==> src/rtl/ebo_pkg.sv <==
// Package for the expanded blit and scanline order engine
package ebo_pkg;

	// Register byte offsets on the bus
	localparam logic [7:0] OFS_CTRL      = 8'h00;
	localparam logic [7:0] OFS_STATUS    = 8'h04;
	localparam logic [7:0] OFS_DEST      = 8'h08;
	localparam logic [7:0] OFS_SRC       = 8'h0C;
	localparam logic [7:0] OFS_WARP      = 8'h10;
	localparam logic [7:0] OFS_FACTOR    = 8'h14;
	localparam logic [7:0] OFS_OFFSET    = 8'h18;
	localparam logic [7:0] OFS_FRAME     = 8'h1C;
	localparam logic [7:0] OFS_BAND      = 8'h20;
	localparam logic [7:0] OFS_BASE      = 8'h24;
	localparam logic [7:0] OFS_TABLE     = 8'h28;
	localparam logic [7:0] OFS_TONE      = 8'h2C;

	// Field positions
	localparam int unsigned CTRL_START   = 0;
	localparam int unsigned CTRL_PARAMS  = 1;
	localparam int unsigned CTRL_ORD_LSB = 4;
	localparam int unsigned ST_BUSY      = 0;
	localparam int unsigned ST_DONE      = 1;
	localparam int unsigned ST_FAULT     = 2;
	localparam int unsigned ST_ERR       = 3;
	localparam int unsigned HI_LSB       = 16;
	localparam int unsigned BAND_REV     = 8;

	// Upper address nibble that the engine supplies for pointers
	localparam logic [3:0]  DRAM_SEGMENT = 4'h0;
	localparam logic [27:0] TBL_STEP     = 28'h0000004;

	// Destination kinds in order code bits 3:2
	localparam logic [1:0]  DK_FRAME     = 2'h0;
	localparam logic [1:0]  DK_UNBANDED  = 2'h1;
	localparam logic [1:0]  DK_BANDED    = 2'h2;

	// Reset value and upper limit of the factors
	localparam logic [4:0]  FACTOR_RST   = 5'h01;
	localparam logic [4:0]  FACTOR_MAX   = 5'h10;

	typedef enum logic [2:0] {
		ES_IDLE, ES_SETUP, ES_XFER, ES_TFETCH, ES_RUN, ES_FAULT, ES_DONE
	} ebo_state_t;

	// One destination bit to be combined by the raster datapath
	typedef struct packed {
		logic [31:0] dst_bit;
		logic [31:0] src_bit;
		logic        tone;
		logic [31:0] tone_ptr;
	} ebo_px_t;

endpackage

==> src/rtl/ebo_engine.sv <==
// Expanded blit and scanline order engine with AHB-Lite registers
//
// Chosen here: the placing of the registers and the AHB-Lite interface to the registers.
`timescale 1ns/1ps
`default_nettype none

module ebo_engine
	import ebo_pkg::*;
(
	// Clock and reset
	input  wire logic        hclk,
	input  wire logic        hresetn,
	// AHB-Lite slave
	input  wire logic        hsel,
	input  wire logic [31:0] haddr,
	input  wire logic [1:0]  htrans,
	input  wire logic        hwrite,
	input  wire logic [2:0]  hsize,
	input  wire logic [31:0] hwdata,
	input  wire logic        hready,
	output logic             hreadyout,
	output logic [31:0]      hrdata,
	output logic             hresp,
	// Destination bit stream
	output logic             px_valid,
	input  wire logic        px_ready,
	output ebo_px_t          px,
	// Scanline table fetch
	output logic             tbl_req,
	output logic [31:0]      tbl_addr,
	input  wire logic        tbl_ack,
	input  wire logic [31:0] tbl_data
);

	// Even (bit 0 cleared) DRAM pointer with internal upper nibble
	function automatic logic [31:0] ptr28(input logic [31:0] v);
		ptr28 = {DRAM_SEGMENT, v[27:1], 1'b0};
	endfunction

	// Legal horizontal factors
	function automatic logic x_ok(input logic [4:0] f);
		unique case (f)
			5'h01, 5'h02, 5'h03, 5'h04, 5'h06, 5'h08, 5'h0C, 5'h10: x_ok = 1'b1;
			default: x_ok = 1'b0;
		endcase
	endfunction

	ebo_state_t  st_r, st_nxt;

	// Order operands and control
	logic [31:0] dest_r, src_r, base_r, tbl_r, tone_r;
	logic [15:0] swarp_r, dwarp_r, expanded_x_offset_r, expanded_y_offset_r, fw_r, fh_r, bandh_r;
	logic [7:0]  bnum_r;
	logic [4:0]  xf_r, yf_r;
	logic [3:0]  order_r;
	logic        params_r, rev_r, done_r, fault_r, err_r;
	// Working counters and bus phase tracking
	logic [31:0] dst_row_r, src_row_r;
	logic [27:0] tptr_r;
	logic [15:0] col_r, row_r, bleft_r, scol_r, xq0_r, xr0_r, yr_r, run_x_r, run_len_r;
	logic [4:0]  xsub_r, ysub_r;
	logic        wr_pend_r, rd_pend_r, rd_ready_r;
	logic [7:0]  addr_r;
	// Bus decode
	wire         addr_ph  = hsel & htrans[1] & hready;
	wire         wr_en    = wr_pend_r;
	wire         wr_ctrl  = wr_en & (addr_r == OFS_CTRL);
	wire         ld_ord   = wr_ctrl & (st_r == ES_IDLE);
	wire         start    = ld_ord & hwdata[CTRL_START];
	wire [3:0]   ord_v    = ld_ord ? hwdata[CTRL_ORD_LSB +: 4] : order_r; // Start brings its code
	wire         par_v    = ld_ord ? hwdata[CTRL_PARAMS] : params_r;
	wire [31:0]  tbl_ptr  = ptr28(tbl_r);
	// Order decode
	// blit and scanline kinds
	wire [1:0]   dkind    = ord_v[3:2];
	wire         is_scan  = ord_v[1];
	wire         is_tone  = ord_v[0];
	wire         banded   = (dkind == DK_BANDED);
	wire         rev      = rev_r & banded;
	wire         y_ok     = (yf_r != 5'h00) & (yf_r <= FACTOR_MAX);
	wire         bad      = ~par_v | (dkind > DK_BANDED)
	                        | (~is_scan & ~(x_ok(xf_r) & y_ok));
	wire         empty    = (fw_r == 16'h0000) | (~is_scan & (fh_r == 16'h0000));
	// Datapath steps
	wire [31:0]  dstep    = rev ? (dst_row_r - {16'h0000, dwarp_r})
	                            : (dst_row_r + {16'h0000, dwarp_r});
	wire [31:0]  sstep    = rev ? (src_row_r - {16'h0000, swarp_r})
	                            : (src_row_r + {16'h0000, swarp_r});
	wire         px_free  = ~px_valid | px_ready;
	wire         emit     = px_free & ((st_r == ES_XFER) | (st_r == ES_RUN));
	wire         row_end  = (col_r == fw_r - 16'h0001);
	wire         last_row = (row_r == fh_r - 16'h0001);
	wire         band_hit = banded & (bleft_r == 16'h0001);
	wire         run_end  = (col_r == run_len_r - 16'h0001);
	wire         x_wrap   = ({11'h000, xsub_r} == {11'h000, xf_r} - 16'h0001);
	wire         y_wrap   = (ysub_r == yf_r - 5'h01);
	wire         ent_end  = (tbl_data == 32'h00000000);
	wire         ent_line = (tbl_data[15:0] == 16'h0000);
	wire         fault_wb = (st_r == ES_FAULT);

	// Next state
	always_comb begin
		st_nxt = st_r;
		unique case (st_r)
			ES_IDLE: if (start & ~bad)
				st_nxt = empty ? ES_DONE : (is_scan ? ES_TFETCH : ES_SETUP);
			ES_SETUP: if (xr0_r < {11'h000, xf_r} && yr_r < {11'h000, yf_r})
				st_nxt = ES_XFER;
			ES_XFER: if (emit & row_end)
				st_nxt = last_row ? ES_DONE : (band_hit ? ES_FAULT : ES_XFER);
			ES_TFETCH: if (tbl_ack)
				st_nxt = ent_end ? ES_DONE
				       : (ent_line ? (band_hit ? ES_FAULT : ES_TFETCH) : ES_RUN);
			ES_RUN: if (emit & run_end)
				st_nxt = ES_TFETCH;
			ES_FAULT: st_nxt = ES_IDLE;
			ES_DONE:  st_nxt = px_free ? ES_IDLE : ES_DONE;
		endcase
	end

	// State register
	always_ff @(posedge hclk or negedge hresetn) begin
		if (!hresetn)
			st_r <= ES_IDLE;
		else
			st_r <= st_nxt;
	end

	// Bus phase capture; reads take one wait state for a clean snapshot
	always_ff @(posedge hclk or negedge hresetn) begin
		if (!hresetn) begin
			wr_pend_r  <= 1'b0;
			rd_pend_r  <= 1'b0;
			rd_ready_r <= 1'b0;
			addr_r     <= 8'h00;
		end else begin
			wr_pend_r  <= addr_ph & hwrite;
			rd_pend_r  <= (addr_ph & ~hwrite) | (rd_pend_r & ~rd_ready_r);
			rd_ready_r <= rd_pend_r & ~rd_ready_r;
			if (addr_ph)
				addr_r <= haddr[7:0];
		end
	end

	// Read mux; unmapped offsets read zero
	logic [31:0] rd_mux;
	always_comb begin
		unique case (addr_r)
			OFS_CTRL:   rd_mux = {24'h000000, order_r, 2'h0, params_r, 1'b0};
			OFS_STATUS: rd_mux = {28'h0000000, err_r, fault_r, done_r, st_r != ES_IDLE};
			OFS_DEST:   rd_mux = dest_r;
			OFS_SRC:    rd_mux = src_r;
			OFS_WARP:   rd_mux = {dwarp_r, swarp_r};
			OFS_FACTOR: rd_mux = {11'h000, yf_r, 11'h000, xf_r};
			OFS_OFFSET: rd_mux = {expanded_y_offset_r, expanded_x_offset_r};
			OFS_FRAME:  rd_mux = {fh_r, fw_r};
			OFS_BAND:   rd_mux = {bandh_r, 7'h00, rev_r, bnum_r};
			OFS_BASE:   rd_mux = base_r;
			OFS_TABLE:  rd_mux = tbl_r;
			OFS_TONE:   rd_mux = tone_r;
			default:    rd_mux = 32'h00000000;
		endcase
	end

	always_ff @(posedge hclk or negedge hresetn) begin
		if (!hresetn)
			hrdata <= 32'h00000000;
		else if (rd_pend_r & ~rd_ready_r)
			hrdata <= rd_mux;
	end

	assign hreadyout = ~(rd_pend_r & ~rd_ready_r);
	assign hresp     = 1'b0;

	// Operand registers; band fault write-back overrides the bus
	always_ff @(posedge hclk or negedge hresetn) begin
		if (!hresetn) begin
			order_r <= 4'h0;    params_r <= 1'b0;
			dest_r  <= 32'h00000000; src_r <= 32'h00000000;
			swarp_r <= 16'h0000; dwarp_r <= 16'h0000;
			xf_r    <= FACTOR_RST; yf_r <= FACTOR_RST;
			expanded_x_offset_r  <= 16'h0000; expanded_y_offset_r <= 16'h0000;
			fw_r    <= 16'h0000; fh_r <= 16'h0000;
			bandh_r <= 16'h0000; rev_r <= 1'b0; bnum_r <= 8'h00;
			base_r  <= 32'h00000000; tbl_r <= 32'h00000000; tone_r <= 32'h00000000;
		end else if (fault_wb) begin
			dest_r <= dst_row_r - base_r;
			src_r  <= src_row_r;
			expanded_y_offset_r <= {11'h000, ysub_r};
			fh_r   <= fh_r - row_r;
			tbl_r  <= {DRAM_SEGMENT, tptr_r};
			bnum_r <= rev_r ? bnum_r - 8'h01 : bnum_r + 8'h01;
		end else if (wr_en && st_r == ES_IDLE) begin
			unique case (addr_r)
				OFS_CTRL: begin
					order_r  <= hwdata[CTRL_ORD_LSB +: 4];
					params_r <= hwdata[CTRL_PARAMS];
				end
				OFS_DEST:   dest_r <= hwdata;
				OFS_SRC:    src_r <= hwdata;
				OFS_WARP:   {dwarp_r, swarp_r} <= hwdata;
				OFS_FACTOR: {yf_r, xf_r} <= {hwdata[HI_LSB +: 5], hwdata[4:0]};
				OFS_OFFSET: {expanded_y_offset_r, expanded_x_offset_r} <= hwdata;
				OFS_FRAME:  {fh_r, fw_r} <= hwdata;
				OFS_BAND:   {bandh_r, rev_r, bnum_r} <=
				            {hwdata[31:16], hwdata[BAND_REV], hwdata[7:0]};
				OFS_BASE:   base_r <= hwdata;
				OFS_TABLE:  tbl_r <= hwdata;
				OFS_TONE:   tone_r <= hwdata;
				default:    ;
			endcase
		end
	end

	// Sticky status, cleared by writing one; a new event beats the clear
	wire        st_clr    = wr_en & (addr_r == OFS_STATUS);
	wire        set_done  = (st_r == ES_DONE) & px_free;
	wire        set_err   = start & bad;
	always_ff @(posedge hclk or negedge hresetn) begin
		if (!hresetn) begin
			done_r  <= 1'b0;
			fault_r <= 1'b0;
			err_r   <= 1'b0;
		end else begin
			done_r  <= set_done | (done_r & ~(st_clr & hwdata[ST_DONE]));
			fault_r <= fault_wb | (fault_r & ~(st_clr & hwdata[ST_FAULT]));
			err_r   <= set_err | (err_r & ~(st_clr & hwdata[ST_ERR]));
		end
	end

	// Working counters for the walk over the frame or table
	always_ff @(posedge hclk or negedge hresetn) begin
		if (!hresetn) begin
			dst_row_r <= 32'h00000000; src_row_r <= 32'h00000000;
			col_r <= 16'h0000; row_r <= 16'h0000; bleft_r <= 16'h0000;
			xsub_r <= 5'h00; ysub_r <= 5'h00; scol_r <= 16'h0000;
			xq0_r <= 16'h0000; xr0_r <= 16'h0000; yr_r <= 16'h0000;
			tptr_r <= 28'h0000000; run_x_r <= 16'h0000; run_len_r <= 16'h0000;
		end else begin
			unique case (st_r)
				ES_IDLE: if (start) begin
					dst_row_r <= banded ? dest_r + base_r : dest_r;
					src_row_r <= src_r;
					tptr_r  <= tbl_ptr[27:0];
					col_r   <= 16'h0000;
					row_r   <= 16'h0000;
					bleft_r <= bandh_r;
					xq0_r   <= 16'h0000;
					xr0_r   <= expanded_x_offset_r;
					yr_r    <= expanded_y_offset_r;
				end
				ES_SETUP: begin
					// Offsets divided by the factors, one step per clock
					if (xr0_r >= {11'h000, xf_r}) begin
						xr0_r <= xr0_r - {11'h000, xf_r};
						xq0_r <= xq0_r + 16'h0001;
					end else if (yr_r >= {11'h000, yf_r}) begin
						yr_r      <= yr_r - {11'h000, yf_r};
						src_row_r <= sstep;
					end else begin
						xsub_r <= xr0_r[4:0];
						scol_r <= xq0_r;
						ysub_r <= yr_r[4:0];
					end
				end
				ES_XFER: if (emit) begin
					if (row_end) begin
						col_r     <= 16'h0000;
						row_r     <= row_r + 16'h0001;
						bleft_r   <= bleft_r - 16'h0001;
						dst_row_r <= dstep;
						xsub_r    <= xr0_r[4:0];
						scol_r    <= xq0_r;
						ysub_r    <= y_wrap ? 5'h00 : ysub_r + 5'h01;
						if (y_wrap)
							src_row_r <= sstep;
					end else begin
						col_r <= col_r + 16'h0001;
						xsub_r <= x_wrap ? 5'h00 : xsub_r + 5'h01;
						if (x_wrap)
							scol_r <= scol_r + 16'h0001;
					end
				end
				ES_TFETCH: if (tbl_ack) begin
					// Reverse rendering walks the table backwards
					tptr_r    <= rev ? tptr_r - TBL_STEP : tptr_r + TBL_STEP;
					run_x_r   <= tbl_data[31:16];
					run_len_r <= tbl_data[15:0];
					col_r     <= 16'h0000;
					if (ent_line & ~ent_end) begin
						row_r     <= row_r + 16'h0001;
						bleft_r   <= bleft_r - 16'h0001;
						dst_row_r <= dstep;
					end
				end
				ES_RUN: if (emit)
					col_r <= col_r + 16'h0001;
				default: ;
			endcase
		end
	end

	// Output bit register, advanced only when the consumer is free
	always_ff @(posedge hclk or negedge hresetn) begin
		if (!hresetn) begin
			px_valid <= 1'b0;
			px       <= '0;
		end else if (px_free) begin
			px_valid <= emit;
			if (emit) begin
				px.dst_bit  <= dst_row_r + {16'h0000, (st_r == ES_RUN) ? run_x_r + col_r : col_r};
				px.src_bit  <= (st_r == ES_RUN) ? 32'h00000000
				               : src_row_r + {16'h0000, scol_r};
				px.tone     <= is_tone;
				px.tone_ptr <= ptr28(tone_r);
			end
		end
	end

	// Table fetch request
	// fault stops early
	assign tbl_req  = (st_r == ES_TFETCH);
	assign tbl_addr = {DRAM_SEGMENT, tptr_r};

endmodule

`default_nettype wire

==> config.mk <==
export PLATFORM = sky130hd
export DESIGN_NAME = ebo_engine
export DESIGN_NICKNAME = d
export VERILOG_FILES = /design/src/rtl/ebo_pkg.sv /design/src/rtl/ebo_engine.sv
export SDC_FILE = /design/constraint.sdc
export NUM_CORES = 2
export LEC_CHECK = 0
export ABC_AREA = 1
export BUFFER_PORTS_ARGS = -buffer_cell sky130_fd_sc_hd__buf_2
export CAP_MARGIN = 10
export CORE_ASPECT_RATIO = 0.7
export CORE_MARGIN = 2
export CORE_UTILIZATION = 55
export DETAILED_ROUTE_END_ITERATION = 10
export PLACE_DENSITY = 0.73
export SYNTH_ARGS = -nofsm -noshare
export SYNTH_HDL_FRONTEND = slang
export SYNTH_SLANG_ARGS = --single-unit
==> constraint.sdc <==
create_clock -name hclk -period 5.35 [get_ports hclk]
set_input_delay 0.535 -clock hclk [delete_from_list [all_inputs] [get_ports hclk]]
set_output_delay 0.535 -clock hclk [all_outputs]
set_load 0.01 [all_outputs]
# --- After elaboration in Yosys (flattened, before gate mapping) ---
# Memory sizes are Yosys's and may differ from the RTL's.
# Index checks and enable logic that the tools add are counted.
classes:
  n_addsub: 28
  order_cmp: 6
  eq_ne: 40
  muxes: 102
  bitwise: 50
  n_reduce_logical: 49
ops:
  columns: ["op", "n"]
  rows:
  - ["two-way mux 32 bit", 24]
  - ["two-way mux 16 bit", 32]
  - ["one-hot mux 32 bit (12 select lines)", 1]
  - ["one-hot mux 32 bit (3 select lines)", 2]
  - ["adder 32 x 16 -> 32 bit", 4]
  - ["one-hot mux 16 bit (2 select lines)", 4]
  - ["one-hot mux 16 bit (3 select lines)", 2]
  - ["two-way mux 28 bit", 3]
  - ["adder 16 x 1 -> 16 bit (second input constant)", 4]
  - ["one-hot mux 16 bit (4 select lines)", 1]
  - ["subtractor 16 x 1 -> 16 bit (second input constant)", 4]
  - ["subtractor 32 x 16 -> 32 bit", 2]
  - ["one-hot mux 28 bit (2 select lines)", 1]
  - ["two-way mux 5 bit", 10]
  - ["== test 16 bit", 3]
  - ["zero test 16 bit", 3]
  - ["two-way mux 3 bit", 12]
  - ["adder 32 bit", 1]
  - ["== test 8 x 5 -> 1 bit (second input constant)", 4]
  - ["== test 8 x 6 -> 1 bit (second input constant)", 4]
  - [">= comparator 16 x 5 -> 1 bit", 2]
  - ["zero test 32 bit", 1]
  - ["less-than comparator 16 x 5 -> 1 bit", 2]
  - ["two-way mux 8 bit", 4]
  - ["46 further kinds", 145]
word_totals:
  regBits: 684
  rom_bits: 32
  input_bits: 108
  output_inout_bits: 165
  wordCells: 322
  mem_count: 1
memory_table:
  columns: ["name", "depth", "width", "read_ports", "rd_clocked_by_memory_dff", "write_ports", "line_no", "text"]
  rows:
  - ["(name not given)", 32, 1, 1, 0, 0, "ebo_engine.sv:42", "unique case (f)"]

# --- Depth between registers and ports, before layout ---
logic_depth:
  ltp_word: 11
  mapped_depth: 29
  mapped_depth_nobuf: 29

# --- Least setup slack after synthesis ---
# Ideal clock, no wire load.
synth_timing:
  path_type: "register to register"
  from: "register col_r[0]"
  to: "register px[96] (netlist bit)"
  setup_ps: 83
  t_arrival_ps: 4116
  required_time_ps: 5267
  slack_ps: 1152
  path_stages_with_launch: 30
  n_path_buf: 0
  path_cell_list: "dfrtp_1 -> ha_1 -> fa_1 -> nand3_1 -> nand2_1 -> nand2_1 -> nand2_1 -> a21oi_1 -> nor2_1 -> o21ai_0 -> nand2_1 -> nand2_1 -> nand2_1 -> a21oi_1 -> xor2_1 -> a21oi_1 -> ha_1 -> nand2_1 -> nor2_1 -> nand3_1 -> nand3_1 -> nand2_1 -> nand2_1 -> nand2_1 -> o211ai_1 -> nand2_1 -> nor3_1 -> nand3_1 -> xor2_1 -> o21ai_0"
synth_via:
  elab_chain_cells: 3
synth_lines:
  columns: ["element", "line_no", "text"]
  rows:
  - ["start, declared", "ebo_engine.sv:60", "logic [15:0] col_r, row_r, bleft_r, scol_r, xq0_r, xr0_r, yr_r, run_x_r, run_len_r;"]
  - ["start signal, assigned", "ebo_engine.sv:278", "col_r <= col_r + 16'h0001;"]
  - ["start signal, assigned", "ebo_engine.sv:297", "col_r <= col_r + 16'h0001;"]
  - ["adder 16 bit", "ebo_engine.sv:311", "px.dst_bit <= dst_row_r + {16'h0000, (st_r == ES_RUN) ? run_x_r + col_r : col_r};"]
  - ["two-way mux 16 bit (*)", "ebo_engine.sv:311", null]
  - ["adder 32 x 16 -> 32 bit (*)", "ebo_engine.sv:311", null]
  - ["end, declared", "ebo_engine.sv:27", "output ebo_px_t px,"]
# Mark *: on every way between the ends. The rest lies on a longest branch, timed or not.
# A chain may end at the register's enable or synchronous reset.

# --- Worst setup path after layout ---
# Ends and elaborated chain as after synthesis.

==> reports/results.ini <==
[outcome]
status=finished clean

[clock_network]
cts-resized-gates=0
htree_levels=3
cts_tree=built
cts_sinks=683
cts_root_buf=clkbuf_16
clkLatencyLatePin_ns=0.69
path_clk_slew_ns=0.06
post-cts-setup-buffer-count=0
cts_buffers=75
clockBufferDepth=3

[route]
routed_wirelength_mm=191.2
drc=0
avgViaCountPerCell=6.193
ant_nets=0
vias=48916
drt_iter0_markers=6912
detail_route.first_pass.iterations=9
avgRoutedWirePerCell_um=24.21

[power_and_ir_drop]
power_density_mw_per_mm2=228.7
combPwrFrac_pct=6.6
p_int_mw=8.871
seqPwrFrac_pct=44.6
ir_worst_vdd_mv=0.2728
p_clk_share_pct=48.8
swShare_pct=25.73
p_switching_mw=3.073
p_leak_nw=27.26
finalPower_mw=11.94

[global_routing]
antenna_found_initial=8
grt_max_degree=119
grt_pass1_vias=43790
gr-total-overflow=0
track_usage_pct=42.42
grt_pass1_wl_mm=281.4

[cells_and_area]
regArea_mm2=0.01709
drive_gt1_share_pct=8.436
areaGrowthSynthToFinish_pct=10.72
fill_cells=7812
instances_no_fill=7899
multiInputGateArea_mm2=0.02634
fin_nets=7043

[placement]
io_buffers=233
post-dp-hpwl_mm=147.0
place.gp.congestion=1.105
placed_cells=7756

[synth]
synth_area_mm2=0.04717
ys.flop_type=dfrtp_1
ys_ff_latch=683
synth-warning-count=0
synth-edff-count=0
avgSynthCellArea_um2=7.210
synth_seq_area_share_pct=36.24
synth_cells=6542
yosys.cell_types.count=64
synth-async-reset-ratio_pct=100.0

[floorplan]
start_util_pct=55.73
die_h_um=249.0
die_width_um=354.0
dieArea_mm2=0.08816
rows=89
core_mm2=0.08463
io_pins=273

[setup_path]
cp_max_fo=5
critical_path_class=flip-flop to flip-flop
cpPeakStageDelay_ns=0.44
critPathMostFrequentCell=nand2_1
crit_required_ns=5.92
worstPathArrival_ns=5.44
reg2regPathDepth=29
start_kind=flip-flop
cp-end-kind=flip-flop
cp_slowest_cell=dfrtp_1

[timing]
hold_violations=0
drv_slew=0
finClkSkew_ns=0.03526
max_freq_ghz=0.2056
fin_crit_sh_pct=90.89
worstMarginPinSlew_ns=1.345
whs_ns=0.08077
setup_violations=0
setup_tns_ns=0
rsz0062_at_grt=false
period_minus_slack_ns=4.863
slew_headroom_pct=10.01

[worst_hold_path]
min_path_cells=3
hp-class=input port to flip-flop

[run]
cap_violations=0

-- cells by family after synthesis --
kind of cell             Yosys count  synth area share (%)
buffers and inverters            976                 8.151
flip-flops                       683                 36.24
multiplexers                      24                0.5730
other                              1              0.007950
XOR/XNOR                         257                 4.772
AND/OR/NAND/NOR                 2848                 24.98
AO/OA/AOI/OAI                   1516                 18.81
adder cells (fa/ha/maj)          237                 6.462
-- cells in the mapped netlist, drive strengths merged, types with 2 or more instances --
cell	number	area share, %
fa	11	0.47
a31oi	38	0.50
a32o	5	0.11
clkinv	11	0.088
ha	226	6.0
o2111ai	18	0.33
a21o	24	0.38
nor3b	5	0.080
o221ai	73	1.4
or2	45	0.60
o41ai	28	0.52
nand3b	12	0.19
o21a	15	0.24
a21oi	386	4.1
inv	720	5.7
nand4	77	1.0
a211oi	8	0.13
o211ai	73	1.2
nand2	1842	15
mux2	24	0.57
nor3	105	1.1
a22o	4	0.074
xor2	191	3.5
nor2	463	3.8
a22oi	2	0.032
xnor2	66	1.2
or4	2	0.032
dfrtp	681	36
nor4	38	0.52
o22ai	76	1.0
nand3	249	2.7
a221oi	57	1.1
o21ai	658	7.0
buf	61	0.87
clkbuf	184	1.5
dfstp	2	0.11
and3	7	0.093
o21bai	10	0.16
o31ai	25	0.40
a21boi	11	0.18
-- repair_timing --
action | 4_1_cts | 5_1_grt
endpoints found under the setup margin | 0 | 0
hold buffers | 1 | 0
hold endpoints to repair | 91 | 0
-- routing by layer --
layer  up-vias  wire (µm)  GRT usage, %
met3       433      31890         18.34
li1      22248          -             -
met5         -        272         1.784
met2      3186      71400         53.99
met4         8       7592         14.78
met1     23041      80070         62.64
-- placed cells by master (no fill, tap or decap), types with 14 or more instances in the layout --
cell,count
or2_2,42
nand3_1,245
o22ai_1,76
mux2_2,24
o211ai_1,73
xnor2_1,66
dfrtp_1,681
nor2_1,437
o41ai_1,28
inv_1,710
a31oi_1,38
a21o_1,24
o2111ai_1,18
xor2_1,191
buf_2,232
nor2_2,19
o31ai_1,25
clkbuf_16,76
o21a_1,15
buf_4,71
nand4_1,76
ha_1,226
nor4_1,36
nand2_1,1825
nor3_1,105
a221oi_1,57
o221ai_1,73
a21oi_1,386
o21ai_0,651
clkbuf_8,14
-- worst max-delay path, delay by kind of cell (launching register included) --
| kind | cells | cell delay, ns |
|---|---|---|
| fa+ha+maj | 3 | 1.04 |
| xor+xnor | 2 | 0.30 |
| flops | 1 | 0.44 |
| compound gates | 6 | 0.98 |
| simple gates | 18 | 2.00 |
-- metrics by stage --
| step | util [%] | setup slack [ns] | cell area, µm² |
|---|---|---|---|
| floorplan | - | 1.152 | 47210 |
| global placement | 58.45 | 0.6864 | 49470 |
| detailed placement | 58.45 | 0.6043 | 49470 |
| CTS | 61.67 | 0.4874 | 52190 |
| global route | 61.70 | 0.07393 | 52220 |
| finish | 61.71 | 0.4872 | 52230 |
-- final cells by class --
cell class	instances	share of cell area (%)
antenna	5	0.02396
clock buffer	100	4.082
clock inverter	36	1.114
inverter	731	5.256
multi-input combinational	4893	50.43
sequential	683	32.73
tap	1137	2.724
timing repair buffer	314	3.637
-- worst paths after layout --
path	from	to	slack (ns)
worst max register to register	col_r[0]	px[96]	0.49
min in group asynchronous	hresetn	px[92]	0.51
worst min-delay path	hwrite	wr_en	0.08
worst max-delay path	col_r[0]	px[96]	0.49
max in group asynchronous	hresetn	px[10]	3.50
worst min register to register	hrdata[25]	hrdata[25]	0.47
-- flip-flops by register name (all words and copies together), names as in the netlist, 27 cells and up --
| name | cells |
|---|---|
| dest_r | 32 |
| tptr_r | 27 |
| dst_row_r | 32 |
| px | 92 |
| src_r | 32 |
| hrdata | 32 |
| tone_r | 32 |
| src_row_r | 32 |
| base_r | 32 |
| tbl_r | 32 |
-- power groups by stage --
stage	clock, mW	combinational [mW]	sequential (mW)
3_5_place_dp	0	0.759	5.42
4_1_cts	5.83	0.764	5.33
2_1_floorplan	0	0.246	5.45
6_report	5.83	0.787	5.33
5_1_grt	6.05	0.825	5.34
3_3_place_gp	0	0.752	5.42
Power figures use the tool's default switching activity.
